===== src/design/drl_pkg.sv =====
// Shared constants and helpers for the dual-rail line and data link taps
// Functional notes
// - Tx rail inputs sampled on tx clock falling edge, replacing encoder bits.
// - After reset the external tx rail inputs feed line pulses while the direction bit is clear.
// - Tx pair 00 none, 01 negative, 10 positive, 11 invalid and never driven.
// - Tx rail outputs change on tx clock output rising edge, high per polarity.
// - Link input sampled on gapped clock falling edge during selected bits, inserted.
// - Tx gapped clock is high in low half of tx clock, selected bits only.
// - Tx clock output is selected input or all-ones clock, else attenuated clock.
// - Tx NRZ output changes on tx clock rising edge, without encoder violations.
// - Multiframe mark high one tx clock cycle at first multiframe bit, rising edge.
// - Rx clock input used only in dual-rail digital input mode, else ignored.
// - Rx rail inputs sampled on rx clock input falling edge in that mode.
// - Rx pair 00 none, 01 negative, 10 positive, 11 invalid.
// - Single-rail NRZ accepted on either rx rail with the other grounded.
// - Rx clock output is recovered clock or attenuated clock per selection.
// - Rx rail outputs change on rx clock output rising edge, high per polarity.
// - Rx link output carries all data as NRZ, changing on rx clock falling edge.
// - Rx gapped clock high in low half of rx clock, selected bits, else low.
`default_nettype none

package drl_pkg;

  // Rail pair codes, positive rail in bit 1
  localparam logic [1:0] RAIL_NONE = 2'h0;
  localparam logic [1:0] RAIL_NEG = 2'h1;
  localparam logic [1:0] RAIL_POS = 2'h2;
  localparam logic [1:0] RAIL_BAD = 2'h3;

  // Positions of the outside pins in the synchroniser bundle
  localparam int PIN_COUNT = 12;
  localparam int PIN_TX_CLK = 0;
  localparam int PIN_ACK_CLK = 1;
  localparam int PIN_JAT_CLK = 2;
  localparam int PIN_RX_CLK = 3;
  localparam int PIN_RCV_CLK = 4;
  localparam int PIN_TX_POS = 5;
  localparam int PIN_TX_NEG = 6;
  localparam int PIN_TX_LINK = 7;
  localparam int PIN_RX_POS = 8;
  localparam int PIN_RX_NEG = 9;
  localparam int PIN_LINE_POS = 10;
  localparam int PIN_LINE_NEG = 11;

  // Timing: own clock and the fastest link clock the sampler must follow
  localparam int MCLK_PERIOD_NS = 10;
  localparam int LINK_CLK_PERIOD_NS = 80;
  localparam int LINK_CLK_CYCLES = LINK_CLK_PERIOD_NS / MCLK_PERIOD_NS;
  localparam int SYNC_STAGES = 2;

  // Reset values
  localparam logic RST_LEVEL = 1'b0;
  localparam logic [1:0] RST_RAILS = RAIL_NONE;
  localparam logic [2:0] RST_SYNC = 3'h0;

  // Any pulse, including the invalid pair, counts as a mark
  function automatic logic railMark(input logic [1:0] pair);
    return pair != RAIL_NONE;
  endfunction : railMark

  // Both rails high at once
  function automatic logic railBad(input logic [1:0] pair);
    return pair == RAIL_BAD;
  endfunction : railBad

endpackage : drl_pkg

`default_nettype wire


===== src/design/drl_pin_sync.sv =====
// Two-stage synchroniser with edge detection for one outside pin
`default_nettype none

module drl_pin_sync
  import drl_pkg::*;
(
  // Clock and reset
  input wire logic mclk,
  input wire logic rst,
  // Raw pin
  input wire logic pinRaw,
  // Synchronised level and one-cycle edge pulses
  output logic level,
  output logic rise,
  output logic fall
);

  logic [2:0] stages;
  logic [2:0] next_stages;

  // Shift in; stage 0 feeds only stage 1, edges compare stages 1 and 2
  always_comb begin
    next_stages = {stages[1:0], pinRaw};
  end

  always_ff @(posedge mclk) begin
    if (rst) begin
      stages <= RST_SYNC;
    end else begin
      stages <= next_stages;
    end
  end

  assign level = stages[1];
  assign rise = stages[1] & ~stages[2];
  assign fall = ~stages[1] & stages[2];

endmodule : drl_pin_sync

`default_nettype wire


===== src/design/drl_taps.sv =====
// Dual-rail line taps and gapped data link clocks of the transceiver
`default_nettype none

module drl_taps
  import drl_pkg::*;
(
  // Clock and reset
  input wire logic mclk,
  input wire logic rst,

  // Transmit clock pins
  input wire logic txLineClkIn,
  input wire logic allOnesClkIn,
  input wire logic jitterAttenuatedClk,

  // Transmit rail and link pins
  input wire logic txPosRailIn,
  input wire logic txNegRailIn,
  input wire logic txLinkDataIn,

  // Transmit configuration
  input wire logic txLinkDirectionBit,
  input wire logic txJitterAttenuatorEn,
  input wire logic allOnesClkSelect,

  // Internal transmitter feed
  input wire logic encPos,
  input wire logic encNeg,
  input wire logic txNrzData,
  input wire logic txMultiframeStart,
  input wire logic txSlotSelect,

  // Transmit outputs
  output logic txLineClkOut,
  output logic txPosRailOut,
  output logic txNegRailOut,
  output logic txLinkGappedClk,
  output logic txNrzOut,
  output logic txMultiframeMark,

  // Transmit status to the framer
  output logic txLinkBit,
  output logic txLinkBitStrobe,
  output logic txRailInvalid,

  // Receive pins
  input wire logic rxLineClkIn,
  input wire logic rxPosRailIn,
  input wire logic rxNegRailIn,
  input wire logic recoveredLineClk,
  input wire logic rxLinePosIn,
  input wire logic rxLineNegIn,

  // Receive configuration
  input wire logic rxDigitalInputSelect,
  input wire logic rxJatClkSelect,
  input wire logic rxSlotSelect,

  // Receive outputs
  output logic rxLineClkOut,
  output logic rxPosRailOut,
  output logic rxNegRailOut,
  output logic rxLinkDataOut,
  output logic rxLinkGappedClk,
  output logic rxRailInvalid
);

  // Pin bundle through the synchronisers
  logic [PIN_COUNT-1:0] pinRaw;
  logic [PIN_COUNT-1:0] pinLevel;
  logic [PIN_COUNT-1:0] pinRise;
  logic [PIN_COUNT-1:0] pinFall;

  assign pinRaw[PIN_TX_CLK] = txLineClkIn;
  assign pinRaw[PIN_ACK_CLK] = allOnesClkIn;
  assign pinRaw[PIN_JAT_CLK] = jitterAttenuatedClk;
  assign pinRaw[PIN_RX_CLK] = rxLineClkIn;
  assign pinRaw[PIN_RCV_CLK] = recoveredLineClk;
  assign pinRaw[PIN_TX_POS] = txPosRailIn;
  assign pinRaw[PIN_TX_NEG] = txNegRailIn;
  assign pinRaw[PIN_TX_LINK] = txLinkDataIn;
  assign pinRaw[PIN_RX_POS] = rxPosRailIn;
  assign pinRaw[PIN_RX_NEG] = rxNegRailIn;
  assign pinRaw[PIN_LINE_POS] = rxLinePosIn;
  assign pinRaw[PIN_LINE_NEG] = rxLineNegIn;

  // Every pin is outside our clock, so each passes two flip-flops first.
  // Data and clock pins share the same latency, keeping their alignment.
  for (genvar i = 0; i < PIN_COUNT; i++) begin : g_sync
    drl_pin_sync u_sync (
      .mclk(mclk),
      .rst(rst),
      .pinRaw(pinRaw[i]),
      .level(pinLevel[i]),
      .rise(pinRise[i]),
      .fall(pinFall[i])
    );
  end

  // ---------------- Transmit side ----------------

  logic txSrcLevel;
  logic txSrcRise;
  logic txSrcFall;
  logic txClkOutNext;
  logic txClkOutRise;

  // Selected source clock; a switch mid-cycle may clip one bit
  assign txSrcLevel = allOnesClkSelect ? pinLevel[PIN_ACK_CLK] : pinLevel[PIN_TX_CLK];
  assign txSrcRise = allOnesClkSelect ? pinRise[PIN_ACK_CLK] : pinRise[PIN_TX_CLK];
  assign txSrcFall = allOnesClkSelect ? pinFall[PIN_ACK_CLK] : pinFall[PIN_TX_CLK];

  assign txClkOutNext = txJitterAttenuatorEn ? pinLevel[PIN_JAT_CLK] : txSrcLevel;
  assign txClkOutRise = txClkOutNext & ~txLineClkOut;

  logic txSrcInternal;
  logic [1:0] txCapture;
  logic [1:0] txRails;
  logic next_txSrcInternal;
  logic [1:0] next_txCapture;
  logic [1:0] next_txRails;
  logic next_txLineClkOut;
  logic next_txLinkGappedClk;
  logic next_txNrzOut;
  logic next_txMultiframeMark;
  logic next_txLinkBit;
  logic next_txLinkBitStrobe;
  logic next_txRailInvalid;

  // Transmit next-state logic
  always_comb begin
    logic [1:0] pair;
    pair = RAIL_NONE;
    // external rails until software flips the direction bit
    next_txSrcInternal = txLinkDirectionBit;
    next_txLineClkOut = txClkOutNext;
    next_txCapture = txCapture;
    next_txRails = txRails;
    next_txLinkGappedClk = txLinkGappedClk;
    next_txNrzOut = txNrzOut;
    next_txMultiframeMark = txMultiframeMark;
    next_txLinkBit = txLinkBit;
    next_txLinkBitStrobe = 1'b0;
    next_txRailInvalid = 1'b0;

    if (txSrcFall) begin
      next_txCapture = {pinLevel[PIN_TX_POS], pinLevel[PIN_TX_NEG]};
      // gapped pulse opens for the low half
      next_txLinkGappedClk = txSlotSelect;
    end

    if (txSrcRise) begin
      // gapped pulse closes with the high half
      next_txLinkGappedClk = 1'b0;
      // gapped clock falls now, so take the link bit
      if (txLinkGappedClk) begin
        next_txLinkBit = pinLevel[PIN_TX_LINK];
        next_txLinkBitStrobe = 1'b1;
      end
      // NRZ carries framer data, no encoder violations
      // link bits take the place of selected positions
      next_txNrzOut = txLinkGappedClk ? pinLevel[PIN_TX_LINK] : txNrzData;
      // one-cycle mark aligned with the NRZ bit
      next_txMultiframeMark = txMultiframeStart;
    end

    if (txClkOutRise) begin
      // rails launched on tx clock output rise
      pair = txSrcInternal ? {encPos, encNeg} : txCapture;
      // both-ones is never put on the line
      if (railBad(pair)) begin
        next_txRails = RAIL_NONE;
        next_txRailInvalid = 1'b1;
      end else begin
        next_txRails = pair;
      end
    end
  end

  // Transmit registers
  always_ff @(posedge mclk) begin
    if (rst) begin
      txSrcInternal <= RST_LEVEL;
      txLineClkOut <= RST_LEVEL;
      txCapture <= RST_RAILS;
      txRails <= RST_RAILS;
      txLinkGappedClk <= RST_LEVEL;
      txNrzOut <= RST_LEVEL;
      txMultiframeMark <= RST_LEVEL;
      txLinkBit <= RST_LEVEL;
      txLinkBitStrobe <= RST_LEVEL;
      txRailInvalid <= RST_LEVEL;
    end else begin
      txSrcInternal <= next_txSrcInternal;
      txLineClkOut <= next_txLineClkOut;
      txCapture <= next_txCapture;
      txRails <= next_txRails;
      txLinkGappedClk <= next_txLinkGappedClk;
      txNrzOut <= next_txNrzOut;
      txMultiframeMark <= next_txMultiframeMark;
      txLinkBit <= next_txLinkBit;
      txLinkBitStrobe <= next_txLinkBitStrobe;
      txRailInvalid <= next_txRailInvalid;
    end
  end

  assign txPosRailOut = txRails[1];
  assign txNegRailOut = txRails[0];

  // ---------------- Receive side ----------------

  logic rxClkOutNext;
  logic rxClkOutRise;
  logic rxClkOutFall;

  assign rxClkOutNext = rxJatClkSelect ? pinLevel[PIN_JAT_CLK] : pinLevel[PIN_RCV_CLK];
  assign rxClkOutRise = rxClkOutNext & ~rxLineClkOut;
  assign rxClkOutFall = ~rxClkOutNext & rxLineClkOut;

  logic rxDigital;
  logic [1:0] rxCapture;
  logic [1:0] rxRails;
  logic next_rxDigital;
  logic [1:0] next_rxCapture;
  logic [1:0] next_rxRails;
  logic next_rxLineClkOut;
  logic next_rxLinkDataOut;
  logic next_rxLinkGappedClk;
  logic next_rxRailInvalid;

  // Receive next-state logic
  always_comb begin
    next_rxDigital = rxDigitalInputSelect;
    next_rxLineClkOut = rxClkOutNext;
    next_rxCapture = rxCapture;
    next_rxRails = rxRails;
    next_rxLinkDataOut = rxLinkDataOut;
    next_rxLinkGappedClk = rxLinkGappedClk;
    next_rxRailInvalid = 1'b0;

    // rx clock pin only matters in digital mode
    if (rxDigital) begin
      // single-rail NRZ passes as one-sided pulses
      if (pinFall[PIN_RX_CLK]) begin
        next_rxCapture = {pinLevel[PIN_RX_POS], pinLevel[PIN_RX_NEG]};
      end
    end else if (pinRise[PIN_RCV_CLK]) begin
      // Analog path slicer output, timed by the recovered clock
      next_rxCapture = {pinLevel[PIN_LINE_POS], pinLevel[PIN_LINE_NEG]};
    end

    if (rxClkOutRise) begin
      // decode pair; invalid drives neither polarity
      // rails launched on rx clock output rise
      next_rxRails = railBad(rxCapture) ? RAIL_NONE : rxCapture;
      next_rxRailInvalid = railBad(rxCapture);
      // gapped pulse closes with the high half
      next_rxLinkGappedClk = 1'b0;
    end

    if (rxClkOutFall) begin
      // every bit as NRZ, not only selected ones
      // invalid pair still yields a mark
      next_rxLinkDataOut = railMark(rxCapture);
      // gapped pulse only on selected bits
      next_rxLinkGappedClk = rxSlotSelect;
    end
  end

  // Receive registers
  always_ff @(posedge mclk) begin
    if (rst) begin
      rxDigital <= RST_LEVEL;
      rxLineClkOut <= RST_LEVEL;
      rxCapture <= RST_RAILS;
      rxRails <= RST_RAILS;
      rxLinkDataOut <= RST_LEVEL;
      rxLinkGappedClk <= RST_LEVEL;
      rxRailInvalid <= RST_LEVEL;
    end else begin
      rxDigital <= next_rxDigital;
      rxLineClkOut <= next_rxLineClkOut;
      rxCapture <= next_rxCapture;
      rxRails <= next_rxRails;
      rxLinkDataOut <= next_rxLinkDataOut;
      rxLinkGappedClk <= next_rxLinkGappedClk;
      rxRailInvalid <= next_rxRailInvalid;
    end
  end

  assign rxPosRailOut = rxRails[1];
  assign rxNegRailOut = rxRails[0];

endmodule : drl_taps

`default_nettype wire


===== config.mk =====
export PLATFORM = sky130hd
export DESIGN_NAME = drl_taps
export DESIGN_NICKNAME = d
export VERILOG_FILES = /design/src/design/drl_pkg.sv /design/src/design/drl_pin_sync.sv /design/src/design/drl_taps.sv
export SDC_FILE = /design/constraint.sdc
export NUM_CORES = 1
export LEC_CHECK = 0
export BUFFER_PORTS_ARGS = -buffer_cell sky130_fd_sc_hd__buf_2
export CAP_MARGIN = 20
export CORE_ASPECT_RATIO = 0.5
export CORE_MARGIN = 1
export CORE_UTILIZATION = 55
export DETAILED_ROUTE_END_ITERATION = 10
export PLACE_DENSITY_LB_ADDON = 0.2
export RECOVER_POWER = 100
export SLEW_MARGIN = 30
export SYNTH_ARGS = -nofsm -noshare
export SYNTH_HDL_FRONTEND = slang
export SYNTH_SLANG_ARGS = --single-unit
export TNS_END_PERCENT = 10

===== constraint.sdc =====
create_clock -name mclk -period 3.22 [get_ports mclk]
set_input_delay 0.644 -clock mclk [delete_from_list [all_inputs] [get_ports mclk]]
set_output_delay 0.644 -clock mclk [all_outputs]
set_load 0.1 [all_outputs]

Yosys cells after proc, flatten, opt, wreduce, memory -nomap -nowiden
Cells that the tools add are included.
- reduce and logical (&&, ||, !) cells: 9
- equality and inequality tests: 3
- bitwise gates (word level): 21
- mux-type cells: 16
- operator list (cell ; count):
    2-to-1 mux 2 bit ; 6
    inverter 1 bit ; 12
    2-to-1 mux 1 bit ; 10
    AND 1 bit ; 9
    OR reduction 2 bit ; 4
    nonzero test 2 bit ; 3
    equality test 2 bit, second input constant ; 2
    AND reduction 2 bit ; 2
    != test 2 x 1 -> 1 bit, second input constant ; 1
- output and inout port bits: 15
- bits in registers: 49
- logic and storage cells: 78

Depth between registers and ports, before layout
Gate-level depths: netlist of the first run.
- depth after elaboration: 5
- mapped depth: 6
- mapped depth without buffers: 6

By module
A second synthesis of the first run with hierarchy kept.
- cells, all modules: 184
- area total of the unflattened synthesis: 1984.4 µm²
- by module, submodules not included (module ; cells an instance ; area an instance (µm²) ; times used):
    drl_pin_sync ; 8 ; 91.3 ; 12
    drl_taps ; 88 ; 888.4 ; 1

Least setup slack after synthesis of the first run
No wires, ideal clock.
- path type: reg-to-reg
- from: reg rxLineClkOut
- to: reg rxLinkGappedClk
- required time: 3150 ps
- buffers on the path: 0
- path slack: 1513 ps
- arrival: 1638 ps
- library setup time: 70 ps
- stages on the path, launching flop included: 5
- cells stage by stage: dfxtp_1 > inv_1 > ha_1 > nand3b_1 > a21oi_1
- cells in the longest elaborated chain, start to end: 3
- elaborated cells between the ends (all ways): 5
- ends and longest elaborated chain (item ; line ; RTL):
    from (decl) ; drl_taps.sv:60 ; output logic rxLineClkOut,
    from (signal assigned) ; drl_taps.sv:282 ; rxLineClkOut <= next_rxLineClkOut;
    inverter 1 bit ; drl_taps.sv:217 ; assign rxClkOutRise = rxClkOutNext & ~rxLineClkOut;
    AND 1 bit ; drl_taps.sv:217 ;
    nonzero test 2 bit (no line) ; - ;
    to (signal assigned) ; drl_taps.sv:286 ; rxLinkGappedClk <= next_rxLinkGappedClk;
    to (decl) ; drl_taps.sv:64 ; output logic rxLinkGappedClk,
Parallel ways exist; a longest one is shown, timed or not.
A chain may end at the register's enable or synchronous reset.

Worst setup path after layout of the first run
- from: reg txLinkGappedClk
- to: out txLinkGappedClk
- RTL lines (item ; line ; RTL):
    from (decl) ; drl_taps.sv:37 ; output logic txLinkGappedClk,
    from (signal assigned) ; drl_taps.sv:198 ; txLinkGappedClk <= next_txLinkGappedClk;
No word-level cell between the ends.

==> summary.txt, run 1 <==
Logic synthesis
  – Fraction of registers with async set/reset: 0
  – Library cells used by synthesis: 33
  – Mapped Cells: roughly 160
  – Post-synth EDFFs: 0
  – Post-synthesis sequential area ratio: 0.560
  – Yosys reg bits: between 40 and 50
  – Mapped Area: roughly 1800 um^2
  – Ys flop type: dfxtp_1
  – Syn Nets: about 190
  – Synthesis Warnings: 0
  – Syn avg cell area: around 11 um^2

Setup path
  – Crit-path max FO: 5
  – Worst reg2reg setup slack: between 1.5 and 2 ns
  – Startpoint types: register
  – Crit-path slowest cell: clkbuf_1
  – Worst Path Buf+Inv: 1
  – Reg2reg start: g_sync[4].u_sync.stages[1]$_SDFF_PP0_
  – Arrival time at the worst endpoint: 1.59 ns
  – Crit. End Element: primary output
  – CP delay by family, top: buffers and inverters
  – WP depth: 1
  – Crit. Startpoint: txLinkGappedClk$_SDFFE_PP0P_
  – CP required: ~2.6 ns
  – Largest stage delay, worst path: around 0.88 ns
  – Reg2reg end: rxRails[0]$_SDFFE_PP0P_
  – Crit path kind: reg2out
  – Crit path to: txLinkGappedClk
  – Worst R2R Path Depth: 6
  – Cell breakdown of the critical path: clkbuf_1

Clocking
  – Clock buffer depth: 2
  – Worst skew pair latency: roughly 0.29 ns
  – TritonCTS clock tree: yes
  – Post-cts resize count: 0
  – Postcts setup bufs: 0
  – Hold buffers post-CTS: 0
  – CTS Root Cell: clkbuf_8
  – Reg clk slew, reported paths: about 0.08 ns
  – H-tree Lvls: 2
  – CTS Buf Count: 5
  – Clock sink count: 49

Die
  – Initial core utilization: 0.582
  – Num rows: 14
  – Std-Cell Core Area: about 3000 um^2
  – Die area: 3430 um^2
  – Io pins: 40
  – Die Ht: about 42 um
  – Die X: roughly 82 um

Placed design
  – Final GP Congestion: between 0.7 and 0.8
  – Port Buffers: 39
  – Post-Place Setup Slack: 1.44 ns
  – Dpl hpwl: approximately 1900 um

Routing
  – DRC viols: 0
  – Mean number of vias per cell: a little under 5
  – Final WL: 2660 um
  – WL per Instance: ~11 um
  – Detailed Routing Iterations Pass 1: 4
  – Via Count: approximately 1200
  – ANT nets after route: 0
  – Initial DRC Count: 24

Outcome
  – Failing checks: capacitance limit, slew limit
  – Status: finished with violations

Pwr
  – Maximum VDD drop: ~0.33 mV
  – Pwr/cell area: between 500 and 600 nW/um^2
  – Static leakage: just under 0.8 nW

Final layout
  – N_diodes: 0
  – Nets: between 200 and 250
  – # fillers: approximately 250
  – Proportion of layout cells with a drive suffix above 1: 0.173
  – Layout area overhead: 15.6%

Global route
  – First-pass GRT wire length: 4470 um
  – Initial antenna violation count: 0
  – Grt ovf: 0
  – Largest net degree at the start of global routing: 53
  – GRT Resource Usage Total: 0.180
  – Number of global-route vias before repair: 1061

STA
  – Setup violators final: 0
  – Slew Limit Fails: 53
  – Max Fclk: approximately 450 MHz
  – Slew margin rel.: -0.317
  – Final WS setup: about 0.99 ns
  – Min Tclk post-route: around 2.2 ns
  – Hold violation count in the final report: 0
  – Unrepaired setup endpoints after global routing: false
  – Setup TNS: 0 ns
  – Worst slew pin tran: slightly below 2 ns
  – Layout Skew: around 0.0042 ns
  – Final period util: 0.694

Worst hold path
  – Hold/Removal Path Class: reg2reg

Flow run
  – Maximum capacitance violations: 1
-- routing by layer --
metal / track usage / share of wire / vias to the layer above / wire, um
met4: 0.0632 / 0.0098 / 0 / 26
met5: 0 / 0 / - / 0
met1: 0.206 / 0.46 / 535 / 1230
met3: 0.0791 / 0.051 / 4 / 136
li1: - / - / 627 / -
met2: 0.298 / 0.48 / 24 / 1270
-- how the worst min path moves through the flow --
stage / cells after the start / start / slack [ns] / to
2_1_floorplan: 1 / g_sync[0].u_sync.stages[0]$_SDFF_PP0_ / 0.41 / g_sync[0].u_sync.stages[1]$_SDFF_PP0_
3_3_place_gp: 1 / g_sync[3].u_sync.stages[0]$_SDFF_PP0_ / 0.42 / g_sync[3].u_sync.stages[1]$_SDFF_PP0_
3_5_place_dp: 1 / g_sync[11].u_sync.stages[0]$_SDFF_PP0_ / 0.42 / g_sync[11].u_sync.stages[1]$_SDFF_PP0_
4_1_cts: 1 / g_sync[11].u_sync.stages[0]$_SDFF_PP0_ / 0.44 / g_sync[11].u_sync.stages[1]$_SDFF_PP0_
5_1_grt: 1 / g_sync[7].u_sync.stages[0]$_SDFF_PP0_ / 0.46 / g_sync[7].u_sync.stages[1]$_SDFF_PP0_
6_report: 1 / g_sync[11].u_sync.stages[0]$_SDFF_PP0_ / 0.44 / g_sync[11].u_sync.stages[1]$_SDFF_PP0_
-- cell families (layout without fill, tap and decap cells) --
family	count (synthesis)	in the layout	synth area share
buffers and inverters	10	50	0.0264
adder cells (fa/ha/maj)	2	2	0.0143
multiplexers	7	7	0.0400
AO/OA/AOI/OAI	17	17	0.0742
flip-flops	49	49	0.560
AND/OR/NAND/NOR	77	77	0.286
-- synth_stat cells, types with 2 or more instances --
cell | n | area [um^2]
nor3_1 | 7 | 35.0
clkbuf_1 | 4 | 15.0
nor2b_1 | 35 | 219
o21ai_0 | 3 | 15.0
ha_1 | 2 | 25.0
nand2_1 | 2 | 7.51
a21oi_1 | 5 | 25.0
nand3_1 | 4 | 20.0
dfxtp_1 | 49 | 981
nand3b_1 | 5 | 37.5
or3b_1 | 4 | 35.0
nor3b_1 | 2 | 15.0
nand2b_1 | 5 | 31.3
a221oi_1 | 2 | 17.5
and3b_1 | 3 | 26.3
nor2_1 | 3 | 11.3
mux2i_1 | 7 | 70.1
inv_1 | 4 | 15.0
nor3b_2 | 2 | 25.0
-- area by class of cell --
type / count / area [um^2] / area share
clock buffers: 7 / 86.3 / 0.0426
inverters: 4 / 15.0 / 0.00741
multi-input cells: 103 / 719 / 0.355
flip-flops and latches: 49 / 981 / 0.484
well taps: 40 / 50.0 / 0.0247
repair buffers: 39 / 175 / 0.0864
-- layout by cell type (no fill, tap or decap), types with 5 or more instances in the layout --
cell type and count:
a21oi_1 5, buf_2 23, clkbuf_1 17, clkbuf_8 6, dfxtp_1 49, mux2i_1 7
nand2b_1 5, nand3b_1 5, nor2b_1 35, nor3_1 7
-- report_power, final --
group	switching (W)	total (W)	internal (W)
combinational	0.0000591	0.0000958	0.0000367
sequential	0.0000114	0.000639	0.000628
clock	0.000179	0.000350	0.000171
-- through the flow --
stage	power, W	area, um^2	hold WS, ns	utilization	std cells
6_report	0.00108	2030	0.441	0.673	242
5_1_grt	0.00113	2030	0.461	0.673	242
4_1_cts	0.00110	2050	0.442	0.681	242
3_5_place_dp	0.000751	1970	0.424	0.653	235
3_3_place_gp	0.000749	1970	0.418	0.653	235
2_1_floorplan	0.000726	1750	0.414	-	162
-- state kept, by name (all words and copies together) (netlist names) --
register / cells
txNrzOut: 1
txRails: 2
txMultiframeMark: 1
txCapture: 2
txLineClkOut: 1
txLinkBit: 1
txSrcInternal: 1
txRailInvalid: 1
txLinkGappedClk: 1
rxLinkDataOut: 1
rxCapture: 2
rxRailInvalid: 1
rxLinkGappedClk: 1
g_sync.u_sync.stages: 28
rxRails: 2
txLinkBitStrobe: 1
rxDigital: 1
rxLineClkOut: 1
Power figures use the tool's default switching activity.
==> run 2: changes to the inputs <==
--- a/config.mk
+++ b/config.mk
@@ -5,11 +5,12 @@
 export SDC_FILE = /design/constraint.sdc
 export NUM_CORES = 1
 export LEC_CHECK = 0
+export ABC_AREA = 1
 export BUFFER_PORTS_ARGS = -buffer_cell sky130_fd_sc_hd__buf_2
 export CAP_MARGIN = 20
 export CORE_ASPECT_RATIO = 0.5
 export CORE_MARGIN = 1
-export CORE_UTILIZATION = 55
+export CORE_UTILIZATION = 47
 export DETAILED_ROUTE_END_ITERATION = 10
 export PLACE_DENSITY_LB_ADDON = 0.2
 export RECOVER_POWER = 100
==> constraint.sdc (replaced) <==
create_clock -name mclk -period 1.8 [get_ports mclk]
set_input_delay 0.36 -clock mclk [delete_from_list [all_inputs] [get_ports mclk]]
set_output_delay 0.36 -clock mclk [all_outputs]
set_load 0.1 [all_outputs]
==> summary.txt, run 2 <==
STA
  – Hold violation count in the final report: 0
  – Max Fclk: between 600 and 700 MHz
  – Setup TNS: 0 ns
  – Layout Skew: between 0.007 and 0.008 ns
  – Worst slew pin tran: between 0.7 and 0.8 ns
  – Setup violators final: 0
  – Slew margin rel.: 0.496
  – Final period util: 0.878
  – Min Tclk post-route: between 1.5 and 2 ns
  – Unrepaired setup endpoints after global routing: false
  – Worst Hold Margin: ~0.26 ns
  – Final WS setup: between 0.2 and 0.25 ns
  – Slew Limit Fails: 0

Logic synthesis
  – Ys flop type: dfxtp_1
  – Post-synthesis sequential area ratio: 0.569
  – Synth top area share: 0.569
  – Fraction of registers with async set/reset: 0
  – Synth area leaders: dfxtp_1, inv_1, nor2_1, nand2_1, nand3_1
  – Library cells used by synthesis: 19
  – Post-synth top area cell: dfxtp_1
  – Yosys reg bits: 49
  – Mapped Area: between 1500 and 2000 um^2
  – Mapped Cells: between 200 and 250
  – Syn avg cell area: approximately 7.9 um^2
  – Post-synth EDFFs: 0
  – Synthesis Warnings: 0
  – Synth cell count leaders: dfxtp_1, inv_1, nor2_1, nand2_1, nand3_1
  – Syn Nets: 245
  – Count leader, synth: dfxtp_1

Worst hold path
  – Hold/Removal Path Class: in2reg
  – Hold path start: txNegRailIn

Placed design
  – Post-Place Setup Slack: around 0.32 ns
  – Dpl hpwl: 2060 um
  – Placed cell area: 1970 um^2
  – Port Buffers: 39
  – Final GP Congestion: 0.776

Outcome
  – Failing checks: DRC
  – Status: finished with violations

Clocking
  – Clock sink count: between 40 and 50
  – Worst skew pair latency: ~0.30 ns
  – Reg clk slew, reported paths: 0.09 ns
  – H-tree Lvls: 2
  – TritonCTS clock tree: yes
  – CTS Buf Count: 5
  – Clock buffer depth: 2
  – Post-cts resize count: 0
  – Postcts setup bufs: 0
  – CTS Root Cell: clkbuf_8
  – Hold buffers post-CTS: 0

Setup path
  – CP required: 1.44 ns
  – Startpoint types: register
  – Cell breakdown of the critical path: clkbuf_2
  – CP delay by family, top: buffers and inverters
  – Arrival time at the worst endpoint: 1.22 ns
  – Crit. End Element: primary output
  – Crit. Startpoint: txLinkGappedClk$_SDFFE_PP0P_
  – Worst Path Buf+Inv: 1
  – Crit path kind: reg2out
  – Largest stage delay, worst path: around 0.49 ns
  – Crit-path max FO: 6
  – Reg2reg start: g_sync[4].u_sync.stages[1]$_SDFF_PP0_
  – Crit-path slowest cell: clkbuf_2

Global route
  – GRT busiest layer: met2
  – Number of global-route vias before repair: around 1100
  – Grt ovf: 0
  – GRT Resource Usage Total: 0.158
  – Largest net degree at the start of global routing: 41
  – Initial antenna violation count: 0
  – GRT met3 Usage: 0.0548
  – GR Util met1: 0.211
  – Met2 track demand over resource: 0.234
  – First-pass GRT wire length: between 4000 and 5000 um

Routing
  – Via Count: around 1300
  – DRC viols: 2
  – Mean number of vias per cell: roughly 4.2
  – Initial DRC Count: just under 80
  – Detailed Routing Iterations Pass 1: 7
  – ANT nets after route: 0
  – WL per Instance: between 8 and 9 um
  – Final WL: 2790 um

Die
  – Io pins: 40
  – Die Ht: 44.8 um
  – Std-Cell Core Area: around 3500 um^2
  – Initial core utilization: 0.497
  – Die X: ~88 um
  – Num rows: 15
  – Die area: 3930 um^2

Final layout
  – Layout area overhead: 17.1%
  – # fillers: roughly 330
  – Proportion of layout cells with a drive suffix above 1: 0.192
  – N_diodes: 0
  – Most common cell after layout, fill and taps aside: dfxtp_1
  – Max reg flops: 28
  – Largest Register: g_sync.u_sync.stages
  – Nets: between 200 and 300
  – Most frequent cells in the layout: dfxtp_1, inv_1, nor2_1, nand2_1, buf_2
  – Final instance area: 2020 um^2
  – Final core utilization: 0.582

Flow run
  – Maximum capacitance violations: 0

Pwr
  – Pwr/cell area: approximately 990 nW/um^2
  – Static leakage: between 0.9 and 1 nW
  – Maximum VDD drop: 0.382 mV
[run 2: per-stage QoR]
stage	power, W	cells
final	0.00200	312
after global routing	0.00208	312
after CTS	0.00203	312
after detailed placement	0.00142	304
after global placement	0.00141	304
after floorplan	0.00136	218
[run 2: cells by family (layout without fill, tap and decap cells)]
kind of cell | after synthesis | count (layout) | synth area share
and+or+nand+nor | 95 | 95 | 0.236
DFF | 49 | 49 | 0.569
AOI/OAI and AO/OA | 17 | 17 | 0.0544
adders and majority gates | 2 | 2 | 0.0145
buffers and inverters | 55 | 98 | 0.127
[run 2: power breakdown]
group	internal (W)	leakage, nW	total (W)	switching [W]
registers	0.00113	0.402	0.00115	0.0000200
clock network	0.000268	0.0439	0.000615	0.000346
logic	0.0000613	0.552	0.000233	0.000172
[run 2: final timing paths]
| path | endpoint | slack (ns) | depth (start not counted) |
|---|---|---|---|
| setup / recovery | txLinkGappedClk | 0.22 | 1 |
| hold / removal | g_sync[6].u_sync.stages[0]$_SDFF_PP0_ | 0.26 | 3 |
| setup reg to reg | rxLinkGappedClk$_SDFFE_PP0P_ | 0.44 | 6 |
| hold reg to reg | g_sync[3].u_sync.stages[1]$_SDFF_PP0_ | 0.40 | 2 |
[run 2: area by class of cell]
cell class | count | area (um^2) | area share
flip-flops and latches | 49 | 981 | 0.485
clock buffers | 5 | 68.8 | 0.0341
clock inverters | 3 | 17.5 | 0.00867
well taps | 51 | 63.8 | 0.0316
repair buffers | 40 | 199 | 0.0985
inverters | 50 | 188 | 0.0929
multi-input cells | 114 | 503 | 0.249
[run 2: metal layers]
| metal | share of wire | up-vias |
|---|---|---|
| li1 | - | 727 |
| met1 | 0.55 | 540 |
| met2 | 0.40 | 32 |
| met3 | 0.049 | 0 |
| met4 | 0 | 0 |
| met5 | 0 | - |
